`src/design/dcwd_pkg.sv`:
```
// Constants, register map and field layout of the drive control word decoder.
// Notes on behaviour
// - Process block: control word then reference in; status then frequency out.
// - Control word uses the native layout only while the profile setting equals 1.
// - Bits 1:0 pick preset reference 1 to 4.
// - Bit 2 low requests DC braking and stop.
// - Bit 3 low coasts the motor at once; high permits starting.
// - Bit 4 low requests a quick stop on the quick-stop ramp.
// - Bit 5 low freezes output frequency; only speed up/down inputs move it.
// - While frozen, bit 6 and start input cannot stop; coast or brake can.
// - Bit 6 low ramps to stop; high allows starting.
// - Trip reset fires only on a rising edge of bit 7.
// - Bit 8 high selects jog frequency.
// - Bit 9 selects ramp pair one or two.
// - Control word acted on only when bit 10 is high.
// - Per-function gating mode combines serial bit with digital input.
// - Parameter values travel as whole numbers scaled by their factor.
// - Read answer echoes number and index with the current value.
// - Answers 0001 word, 0010 double, 0111 with fault number; text requests get 0111.
// - Lower eleven key bits carry the parameter number, echoed back.
package dcwd_pkg;
	localparam logic [7:0]  ADDR_PROFILE    = 8'h00;
	localparam logic [7:0]  ADDR_GATE       = 8'h04;
	localparam logic [7:0]  ADDR_STATE      = 8'h08;
	localparam logic [7:0]  ADDR_PARAM_SEL  = 8'h0C;
	localparam logic [7:0]  ADDR_PARAM_DATA = 8'h10;
	localparam logic [1:0]  PROFILE_NATIVE  = 2'h1;
	localparam logic [1:0]  PROFILE_RESET   = 2'h1;
	localparam logic [7:0]  GATE_RESET      = 8'h55;
	localparam logic [1:0]  GATE_DIGITAL    = 2'h0;
	localparam logic [1:0]  GATE_SERIAL     = 2'h1;
	localparam logic [1:0]  GATE_AND        = 2'h2;
	localparam logic [1:0]  GATE_OR         = 2'h3;
	localparam int          GATE_PRESET_POS = 0;
	localparam int          GATE_BRAKE_POS  = 2;
	localparam int          GATE_COAST_POS  = 4;
	localparam int          GATE_START_POS  = 6;
	localparam int          CW_PRESET_LO    = 0;
	localparam int          CW_PRESET_HI    = 1;
	localparam int          CW_DC_BRAKE_N   = 2;
	localparam int          CW_COAST_N      = 3;
	localparam int          CW_QSTOP_N      = 4;
	localparam int          CW_FREEZE_N     = 5;
	localparam int          CW_START        = 6;
	localparam int          CW_RESET        = 7;
	localparam int          CW_JOG          = 8;
	localparam int          CW_RAMP2        = 9;
	localparam int          CW_DATA_VALID   = 10;
	localparam int          KEY_CODE_LSB    = 12;
	localparam int          PNUM_W          = 11;
	localparam logic [3:0]  REQ_NONE        = 4'h0;
	localparam logic [3:0]  REQ_READ        = 4'h1;
	localparam logic [3:0]  REQ_WR_WORD     = 4'h2;
	localparam logic [3:0]  REQ_WR_DWORD    = 4'h3;
	localparam logic [3:0]  REQ_EE_DWORD    = 4'hD;
	localparam logic [3:0]  REQ_EE_WORD     = 4'hE;
	localparam logic [3:0]  REQ_TEXT        = 4'hF;
	localparam logic [3:0]  RSP_NONE        = 4'h0;
	localparam logic [3:0]  RSP_WORD        = 4'h1;
	localparam logic [3:0]  RSP_DWORD       = 4'h2;
	localparam logic [3:0]  RSP_FAULT       = 4'h7;
	localparam logic [15:0] FAULT_NO_PARAM  = 16'h0000;
	localparam logic [15:0] FAULT_NO_INDEX  = 16'h0003;
	localparam logic [15:0] FAULT_TYPE      = 16'h0005;
	localparam logic [1:0]  RESP_OKAY       = 2'h0;
	localparam logic [1:0]  RESP_SLVERR     = 2'h2;
	localparam int          DIN_W           = 8;
endpackage : dcwd_pkg

```
`src/design/dcwd_decoder.sv`:
```
// Control word interpreter, parameter table and AXI4-Lite register slave.
//
// The address map and the AXI4-Lite register port are this design's own decisions.
`timescale 1ns/1ps
module dcwd_decoder import dcwd_pkg::*; #(
	parameter int PARAM_DEPTH = 16
) (
	input  wire logic        aclk,
	input  wire logic        aresetn,
	input  wire logic [7:0]  s_axi_awaddr,
	input  wire logic        s_axi_awvalid,
	output logic             s_axi_awready,
	input  wire logic [31:0] s_axi_wdata,
	input  wire logic [3:0]  s_axi_wstrb,
	input  wire logic        s_axi_wvalid,
	output logic             s_axi_wready,
	output logic [1:0]       s_axi_bresp,
	output logic             s_axi_bvalid,
	input  wire logic        s_axi_bready,
	input  wire logic [7:0]  s_axi_araddr,
	input  wire logic        s_axi_arvalid,
	output logic             s_axi_arready,
	output logic [31:0]      s_axi_rdata,
	output logic [1:0]       s_axi_rresp,
	output logic             s_axi_rvalid,
	input  wire logic        s_axi_rready,
	input  wire logic        tel_valid,
	input  wire logic [15:0] parameter_key_word,
	input  wire logic [15:0] parameter_subindex_word,
	input  wire logic [31:0] parameter_value_words,
	input  wire logic [15:0] first_process_word,
	input  wire logic [15:0] second_process_word,
	input  wire logic [15:0] drive_status_word,
	input  wire logic [15:0] drive_output_freq,
	output logic             rsp_valid,
	output logic [15:0]      rsp_key_word,
	output logic [15:0]      rsp_subindex_word,
	output logic [31:0]      rsp_value_words,
	output logic [15:0]      rsp_first_process_word,
	output logic [15:0]      rsp_second_process_word,
	output logic [15:0]      reference_value,
	input  wire logic [7:0]  din_pins,
	output logic [1:0]       preset_sel,
	output logic             dc_brake,
	output logic             coast,
	output logic             quick_stop,
	output logic             freq_freeze,
	output logic             run_enable,
	output logic             trip_reset,
	output logic             jog,
	output logic             ramp2_sel,
	output logic             freq_up,
	output logic             freq_down
);
	if (PARAM_DEPTH < 2 || PARAM_DEPTH > 2048) begin : g_depth_check
		$error("PARAM_DEPTH must lie in 2..2048");
	end

	localparam int AW = $clog2(PARAM_DEPTH);

	logic [15:0]      param_mem [PARAM_DEPTH];
	logic [DIN_W-1:0] din_s1_q, din_s2_q;
	logic [1:0]       profile_q;
	logic [7:0]       gate_q;
	logic [AW-1:0]    psel_q;
	logic [15:0]      cw_q, cw_prev_q;
	logic             cw_new_q;
	logic [7:0]       aw_addr_q;
	logic [31:0]      w_data_q;
	logic [3:0]       w_strb_q;
	logic             aw_full_q, w_full_q;

	// Digital inputs: preset lsb/msb, brake_n, coast_n, start, speed up, speed down, spare.
	always_ff @(posedge aclk) begin
		din_s1_q <= din_pins;
		din_s2_q <= din_s1_q;
	end

	// A control word is taken only in the native layout and with its valid bit set.
	wire cw_accept = tel_valid && profile_q == PROFILE_NATIVE
		&& first_process_word[CW_DATA_VALID];

	// Latch the whole control word at once so no half-updated word is ever decoded.
	always_ff @(posedge aclk) begin
		if (!aresetn) begin
			cw_q      <= 16'h0000;
			cw_prev_q <= 16'h0000;
			cw_new_q  <= 1'b0;
			reference_value <= 16'h0000;
		end else begin
			cw_new_q <= cw_accept;
			if (cw_accept) begin
				cw_prev_q       <= cw_q;
				cw_q            <= first_process_word;
				reference_value <= second_process_word;
			end
		end
	end

	function automatic logic gate_fn(input logic [1:0] mode, input logic ser, input logic dig);
		unique case (mode)
			GATE_DIGITAL: gate_fn = dig;
			GATE_SERIAL:  gate_fn = ser;
			GATE_AND:     gate_fn = ser & dig;
			GATE_OR:      gate_fn = ser | dig;
		endcase
	endfunction : gate_fn

	wire [1:0] gm_preset = gate_q[GATE_PRESET_POS +: 2];
	wire [1:0] gm_brake  = gate_q[GATE_BRAKE_POS +: 2];
	wire [1:0] gm_coast  = gate_q[GATE_COAST_POS +: 2];
	wire [1:0] gm_start  = gate_q[GATE_START_POS +: 2];
	wire [1:0] preset_d  = {gate_fn(gm_preset, cw_q[CW_PRESET_HI], din_s2_q[1]),
		gate_fn(gm_preset, cw_q[CW_PRESET_LO], din_s2_q[0])};
	wire brake_d  = !gate_fn(gm_brake, cw_q[CW_DC_BRAKE_N], din_s2_q[2]);
	wire coast_d  = !gate_fn(gm_coast, cw_q[CW_COAST_N], din_s2_q[3]);
	wire start_d  = gate_fn(gm_start, cw_q[CW_START], din_s2_q[4]);
	wire freeze_d = !cw_q[CW_FREEZE_N];
	// While frozen, start/stop requests are ignored; coasting and braking still stop.
	wire run_d    = (coast_d || brake_d) ? 1'b0 : (freeze_d ? run_enable : start_d);
	wire reset_d  = cw_new_q && cw_q[CW_RESET] && !cw_prev_q[CW_RESET];

	always_ff @(posedge aclk) begin
		if (!aresetn) begin
			preset_sel  <= 2'h0;
			dc_brake    <= 1'b0;
			coast       <= 1'b1;
			quick_stop  <= 1'b0;
			freq_freeze <= 1'b0;
			run_enable  <= 1'b0;
			trip_reset  <= 1'b0;
			jog         <= 1'b0;
			ramp2_sel   <= 1'b0;
			freq_up     <= 1'b0;
			freq_down   <= 1'b0;
		end else begin
			preset_sel  <= preset_d;
			dc_brake    <= brake_d;
			coast       <= coast_d;
			quick_stop  <= !cw_q[CW_QSTOP_N];
			freq_freeze <= freeze_d;
			run_enable  <= run_d;
			trip_reset  <= reset_d;
			jog         <= cw_q[CW_JOG];
			ramp2_sel   <= cw_q[CW_RAMP2];
			freq_up     <= freeze_d && din_s2_q[5];
			freq_down   <= freeze_d && din_s2_q[6];
		end
	end

	// Parameter access: values are stored and returned as scaled whole numbers.
	wire [3:0]        req_code = parameter_key_word[15:KEY_CODE_LSB];
	wire [PNUM_W-1:0] req_pnum = parameter_key_word[PNUM_W-1:0];
	wire              pnum_ok  = {1'b0, req_pnum} < 12'(PARAM_DEPTH);
	wire [AW-1:0]     pidx     = req_pnum[AW-1:0];
	wire              idx_ok   = parameter_subindex_word[7:0] == 8'h00;
	wire is_wr_word = req_code == REQ_WR_WORD || req_code == REQ_EE_WORD;
	wire is_wr_dw   = req_code == REQ_WR_DWORD || req_code == REQ_EE_DWORD;
	wire is_known   = req_code == REQ_READ || is_wr_word || is_wr_dw;
	wire req_ok     = is_known && pnum_ok && idx_ok;
	wire tel_write  = tel_valid && req_ok && (is_wr_word || is_wr_dw);
	wire [15:0] new_val = tel_write ? parameter_value_words[15:0] : param_mem[pidx];

	wire [3:0] rsp_code = (req_code == REQ_NONE) ? RSP_NONE :
		!req_ok ? RSP_FAULT : is_wr_dw ? RSP_DWORD : RSP_WORD;
	wire [15:0] fault_no = (req_code == REQ_TEXT || !is_known) ? FAULT_TYPE :
		!pnum_ok ? FAULT_NO_PARAM : FAULT_NO_INDEX;
	wire [31:0] rsp_val = (req_code == REQ_NONE) ? 32'h0000_0000 :
		!req_ok ? {16'h0000, fault_no} : {16'h0000, new_val};

	always_ff @(posedge aclk) begin
		if (!aresetn) begin
			rsp_valid               <= 1'b0;
			rsp_key_word            <= 16'h0000;
			rsp_subindex_word       <= 16'h0000;
			rsp_value_words         <= 32'h0000_0000;
			rsp_first_process_word  <= 16'h0000;
			rsp_second_process_word <= 16'h0000;
		end else begin
			rsp_valid <= tel_valid;
			if (tel_valid) begin
				rsp_key_word            <= {rsp_code, 1'b0, req_pnum};
				rsp_subindex_word       <= parameter_subindex_word;
				rsp_value_words         <= rsp_val;
				rsp_first_process_word  <= drive_status_word;
				rsp_second_process_word <= drive_output_freq;
			end
		end
	end

	// AXI4-Lite slave; address and data are taken independently, response follows both.
	wire aw_take  = s_axi_awvalid && s_axi_awready;
	wire w_take   = s_axi_wvalid && s_axi_wready;
	wire wr_go    = aw_full_q && w_full_q && !s_axi_bvalid;
	wire wr_map   = aw_addr_q == ADDR_PROFILE || aw_addr_q == ADDR_GATE
		|| aw_addr_q == ADDR_PARAM_SEL || aw_addr_q == ADDR_PARAM_DATA;
	wire ar_take  = s_axi_arvalid && s_axi_arready;
	// Strobes are kept with the data, since the master may drop them once W is taken.
	wire sw_param = wr_go && aw_addr_q == ADDR_PARAM_DATA && w_strb_q[0] && w_strb_q[1];
	assign s_axi_awready = !aw_full_q;
	assign s_axi_wready  = !w_full_q;
	assign s_axi_arready = !s_axi_rvalid;

	always_ff @(posedge aclk) begin
		if (tel_write)
			param_mem[pidx] <= parameter_value_words[15:0];
		else if (sw_param)
			param_mem[psel_q] <= w_data_q[15:0];
	end

	always_ff @(posedge aclk) begin
		if (!aresetn) begin
			aw_full_q    <= 1'b0;
			w_full_q     <= 1'b0;
			aw_addr_q    <= 8'h00;
			w_data_q     <= 32'h0000_0000;
			w_strb_q     <= 4'h0;
			s_axi_bvalid <= 1'b0;
			s_axi_bresp  <= RESP_OKAY;
			profile_q    <= PROFILE_RESET;
			gate_q       <= GATE_RESET;
			psel_q       <= '0;
		end else begin
			if (aw_take) begin
				aw_full_q <= 1'b1;
				aw_addr_q <= s_axi_awaddr;
			end
			if (w_take) begin
				w_full_q <= 1'b1;
				w_data_q <= s_axi_wdata;
				w_strb_q <= s_axi_wstrb;
			end
			if (wr_go) begin
				aw_full_q    <= 1'b0;
				w_full_q     <= 1'b0;
				s_axi_bvalid <= 1'b1;
				s_axi_bresp  <= wr_map ? RESP_OKAY : RESP_SLVERR;
				if (aw_addr_q == ADDR_PROFILE && w_strb_q[0])
					profile_q <= w_data_q[1:0];
				if (aw_addr_q == ADDR_GATE && w_strb_q[0])
					gate_q <= w_data_q[7:0];
				if (aw_addr_q == ADDR_PARAM_SEL && w_strb_q[0])
					psel_q <= w_data_q[AW-1:0];
			end else if (s_axi_bvalid && s_axi_bready) begin
				s_axi_bvalid <= 1'b0;
			end
		end
	end

	wire [31:0] state_word = {16'h0000, 5'h00, ramp2_sel, jog, trip_reset, run_enable,
		freq_freeze, quick_stop, coast, dc_brake, preset_sel, 1'b0};
	wire rd_map = s_axi_araddr == ADDR_PROFILE || s_axi_araddr == ADDR_GATE
		|| s_axi_araddr == ADDR_STATE || s_axi_araddr == ADDR_PARAM_SEL
		|| s_axi_araddr == ADDR_PARAM_DATA;
	wire [31:0] rd_val =
		s_axi_araddr == ADDR_PROFILE    ? {30'h0000_0000, profile_q} :
		s_axi_araddr == ADDR_GATE       ? {24'h00_0000, gate_q} :
		s_axi_araddr == ADDR_STATE      ? state_word :
		s_axi_araddr == ADDR_PARAM_SEL  ? 32'(psel_q) :
		s_axi_araddr == ADDR_PARAM_DATA ? {16'h0000, param_mem[psel_q]} : 32'h0000_0000;

	always_ff @(posedge aclk) begin
		if (!aresetn) begin
			s_axi_rvalid <= 1'b0;
			s_axi_rdata  <= 32'h0000_0000;
			s_axi_rresp  <= RESP_OKAY;
		end else if (ar_take) begin
			s_axi_rvalid <= 1'b1;
			s_axi_rdata  <= rd_val;
			s_axi_rresp  <= rd_map ? RESP_OKAY : RESP_SLVERR;
		end else if (s_axi_rready) begin
			s_axi_rvalid <= 1'b0;
		end
	end
endmodule : dcwd_decoder

```
`config.mk`:
```
export PLATFORM = sky130hd
export DESIGN_NAME = dcwd_decoder
export DESIGN_NICKNAME = d
export VERILOG_FILES = /design/src/design/dcwd_pkg.sv /design/src/design/dcwd_decoder.sv
export SDC_FILE = /design/constraint.sdc
export NUM_CORES = 1
export LEC_CHECK = 0
export BUFFER_PORTS_ARGS = -buffer_cell sky130_fd_sc_hd__buf_2
export CAP_MARGIN = 40
export CORE_AREA = 3 3 225 227
export CTS_BUF_LIST = sky130_fd_sc_hd__clkbuf_4
export DETAILED_ROUTE_END_ITERATION = 10
export DIE_AREA = 0 0 228 230
export HOLD_SLACK_MARGIN = 0.12
export MAX_ROUTING_LAYER = met4
export SKIP_LAST_GASP = 1
export SLEW_MARGIN = 20
export SYNTH_ARGS = -nofsm -noshare
export SYNTH_HDL_FRONTEND = slang
export SYNTH_SLANG_ARGS = --single-unit
```
`constraint.sdc`:
```
create_clock -name aclk -period 10.2 [get_ports aclk]
set_input_delay 2.04 -clock aclk [delete_from_list [all_inputs] [get_ports aclk]]
set_output_delay 2.04 -clock aclk [all_outputs]
set_load 0.05 [all_outputs]
```
==> results.sh <==
export IMPL_drv_cap=0
export IMPL_gp_congestion=0.850
export IMPL_core_area_um2=48800
export IMPL_cpMostUsedCell="buf_4"
export IMPL_rsz0062_at_grt="false"
export IMPL_viasPerCell=5.40
export IMPL_root_buffer="clkbuf_4"
export IMPL_worstHoldPathType="flop to flop"
export IMPL_wl_per_cell_um=22.8
export IMPL_p_leak_uw=0.00887
export IMPL_ioPinCount=362
export IMPL_netlist_area_um2=19500
export IMPL_synth_edf_count=256
export IMPL_globalRouteTotalUtil_pct=22.1
export IMPL_cp_slowest_cell="nor2_2"
export IMPL_drv_slew=0
export IMPL_placed_area_um2=21800
export IMPL_path_delay_family="simple AND/OR/NAND/NOR gates"
export IMPL_cts_hold_buffers=0
export IMPL_yosysTopAreaCell="edfxtp_1"
export IMPL_hpwl_mm=38.7
export IMPL_peakVddDrop_mv=0.0675
export IMPL_critical_path_required_ns=10.71
export IMPL_crit_chain="buf_2, nor4_1, nand4_1, o2111ai_2, buf_4, mux2i_1, nor2_2, buf_4"
export IMPL_antenna_found_initial=3
export IMPL_cts_sinks=455
export IMPL_synth_seq_cells=455
export IMPL_ys_types=58
export IMPL_vias=13600
export IMPL_netlist_instances=1408
export IMPL_final_cell_mix="buf_2, edfxtp_1, dfxtp_1"
export IMPL_routed_wl_mm=57.4
export IMPL_slowest_delay_ns=0.59
export IMPL_grt_pass1_vias=13500
export IMPL_power_per_cell_area_nw_per_um2=165
export IMPL_fill_cells=4456
export IMPL_tightest_slew_ns=0.917
export IMPL_cts_resized=0
export IMPL_grt_max_degree=70
export IMPL_fmax_mhz=217
export IMPL_power_total_uw=3830
export IMPL_final_common_cell="buf_2"
export IMPL_io_buffers=284
export IMPL_antenna_left=0
export IMPL_worstSetupEndpointType="flop"
export IMPL_dieArea_um2=52400
export IMPL_clk_pin_slew_worst_paths_ns=0.07
export IMPL_gr_total_overflow=0
export IMPL_setup_viol=0
export IMPL_dr_pass1_iters=5
export IMPL_syn_to_final_growth_pct=18.8
export IMPL_ys_seq_area_share_pct=59.7
export IMPL_yosys_warnings=0
export IMPL_setup_tns_ns=0
export IMPL_rows=81
export IMPL_clk_path_buf_depth=3
export IMPL_arrival_ns=5.12
export IMPL_die_h_um=230
export IMPL_synth_area_leaders="edfxtp_1, dfxtp_1, mux4_2"
export IMPL_final_cell_area_um2=23200
export IMPL_cts_setup_buffers=0
export IMPL_drc=0
export IMPL_holdWs_ns=0.329
export IMPL_grt_first_pass_wirelength_mm=84.7
export IMPL_start_util_pct=40.0
export IMPL_numCtsBuffers=111
export IMPL_relSlewSlack_pct=38.6
export IMPL_ys_async_sr_fraction_pct=0
export IMPL_status="finished, final reports clean"
export IMPL_crit_buf_inv=3
export IMPL_synth_ff_type="edfxtp_1"
export IMPL_timing_final_hold_violations=0
export IMPL_fin_skew_ns=0.0334
export IMPL_finalNetCount=1953
export IMPL_cts_tree="yes"
export IMPL_min_period_ns=4.61
export IMPL_post_route_util_pct=47.5
export IMPL_period_share_pct=45.2
export IMPL_avgSynthCellArea_um2=13.9
export IMPL_htreeDepth=3
export IMPL_path_max_fanout=20
export IMPL_start_kind="input pin"
export IMPL_drtIter0Drc=1100
export IMPL_critPathKind="input pin to flop"
export IMPL_yosysTopAreaCellShare_pct=39.3
export IMPL_dieWidth_um=228
export IMPL_layout_drive_gt1_share_pct=37.1
export IMPL_clk_latency_ns=0.85
-- final timing paths --
check | from | to | slack (ns) | depth (start not counted)
setup / recovery | parameter_subindex_word[4] | param_mem[8][5] | 5.59 | 8
setup reg to reg | aw_addr_q[0] | param_mem[8][5] | 6.88 | 7
hold reg to reg | din_s1_q[2] | din_s2_q[2] | 0.33 | 0
hold / removal | din_s1_q[2] | din_s2_q[2] | 0.33 | 0
-- Yosys cell counts (all sizes together), types with 6 or more instances --
library cell	n
nor2b	21
edfxtp	256
o21ai	33
nor3	19
inv	25
mux2	20
clkbuf	51
a21boi	8
nand3	7
dfxtp	199
a22oi	44
a211oi	6
mux2i	93
nand2	142
nor2	122
mux4	140
buf	76
and2	10
a221oi	9
a21oi	63
-- sequential cells by signal, indices dropped and copies added, names as in the netlist, 16 cells and up, named ones only --
name / count
param_mem: 256
reference_value: 16
rsp_first_process_word: 16
rsp_second_process_word: 16
rsp_subindex_word: 16
rsp_value_words: 16
s_axi_rdata: 16
w_data_q: 16
-- worst register-to-register path, cell delays in order, from the launching register on --
cell       delay (ns)
dfxtp_1          0.32
or4_4            0.57
nor4_1           0.38
o2111ai_2        0.16
buf_4            0.30
mux2i_1          0.27
nor2_2           0.59
buf_4            0.39
-- final cells by class --
type / count / area (um2) / area share [%]
tap: 664 / 831 / 3.58
clock buffer: 157 / 1180 / 5.08
antenna: 3 / 7.51 / 0.0323
clock inverter: 46 / 216 / 0.932
multi-input combinational: 836 / 7320 / 31.6
timing repair buffer: 328 / 1880 / 8.12
sequential: 455 / 11700 / 50.3
inverter: 25 / 96.3 / 0.415
-- per-layer routing --
layer	share of wire (%)	global-route usage (%)
met1	40	27.1
met3	8.9	5.91
met5	0	-
met2	48	35.6
met4	2.4	7.79
-- logic make-up (layout without fill, tap and decap cells) --
logic type	Yosys count	in the layout	share of synthesized area, %
flops	455	455	59.7
compound gates	195	195	6.44
buf+inv	152	556	3.75
other cells	1	39	0.0192
xor+xnor	2	2	0.0897
mux	253	253	22.1
simple gates	350	350	7.90
-- power breakdown --
group	total, uW	leakage, uW	internal (uW)	switching, uW
Sequential	1990	0.00393	1970	22.8
Clock	1470	0.000830	737	732
Combinational	368	0.00411	117	252
Total	3830	0.00887	2820	1010
-- through the flow --
step	std cells	worst slack [ns]
6_report	2514	5.59
3_3_place_gp	2295	4.75
2_1_floorplan	1443	5.58
3_5_place_dp	2305	4.78
4_1_cts	2508	5.62
5_1_grt	2514	5.48
Note: power is estimated with default switching activity, not from simulation.
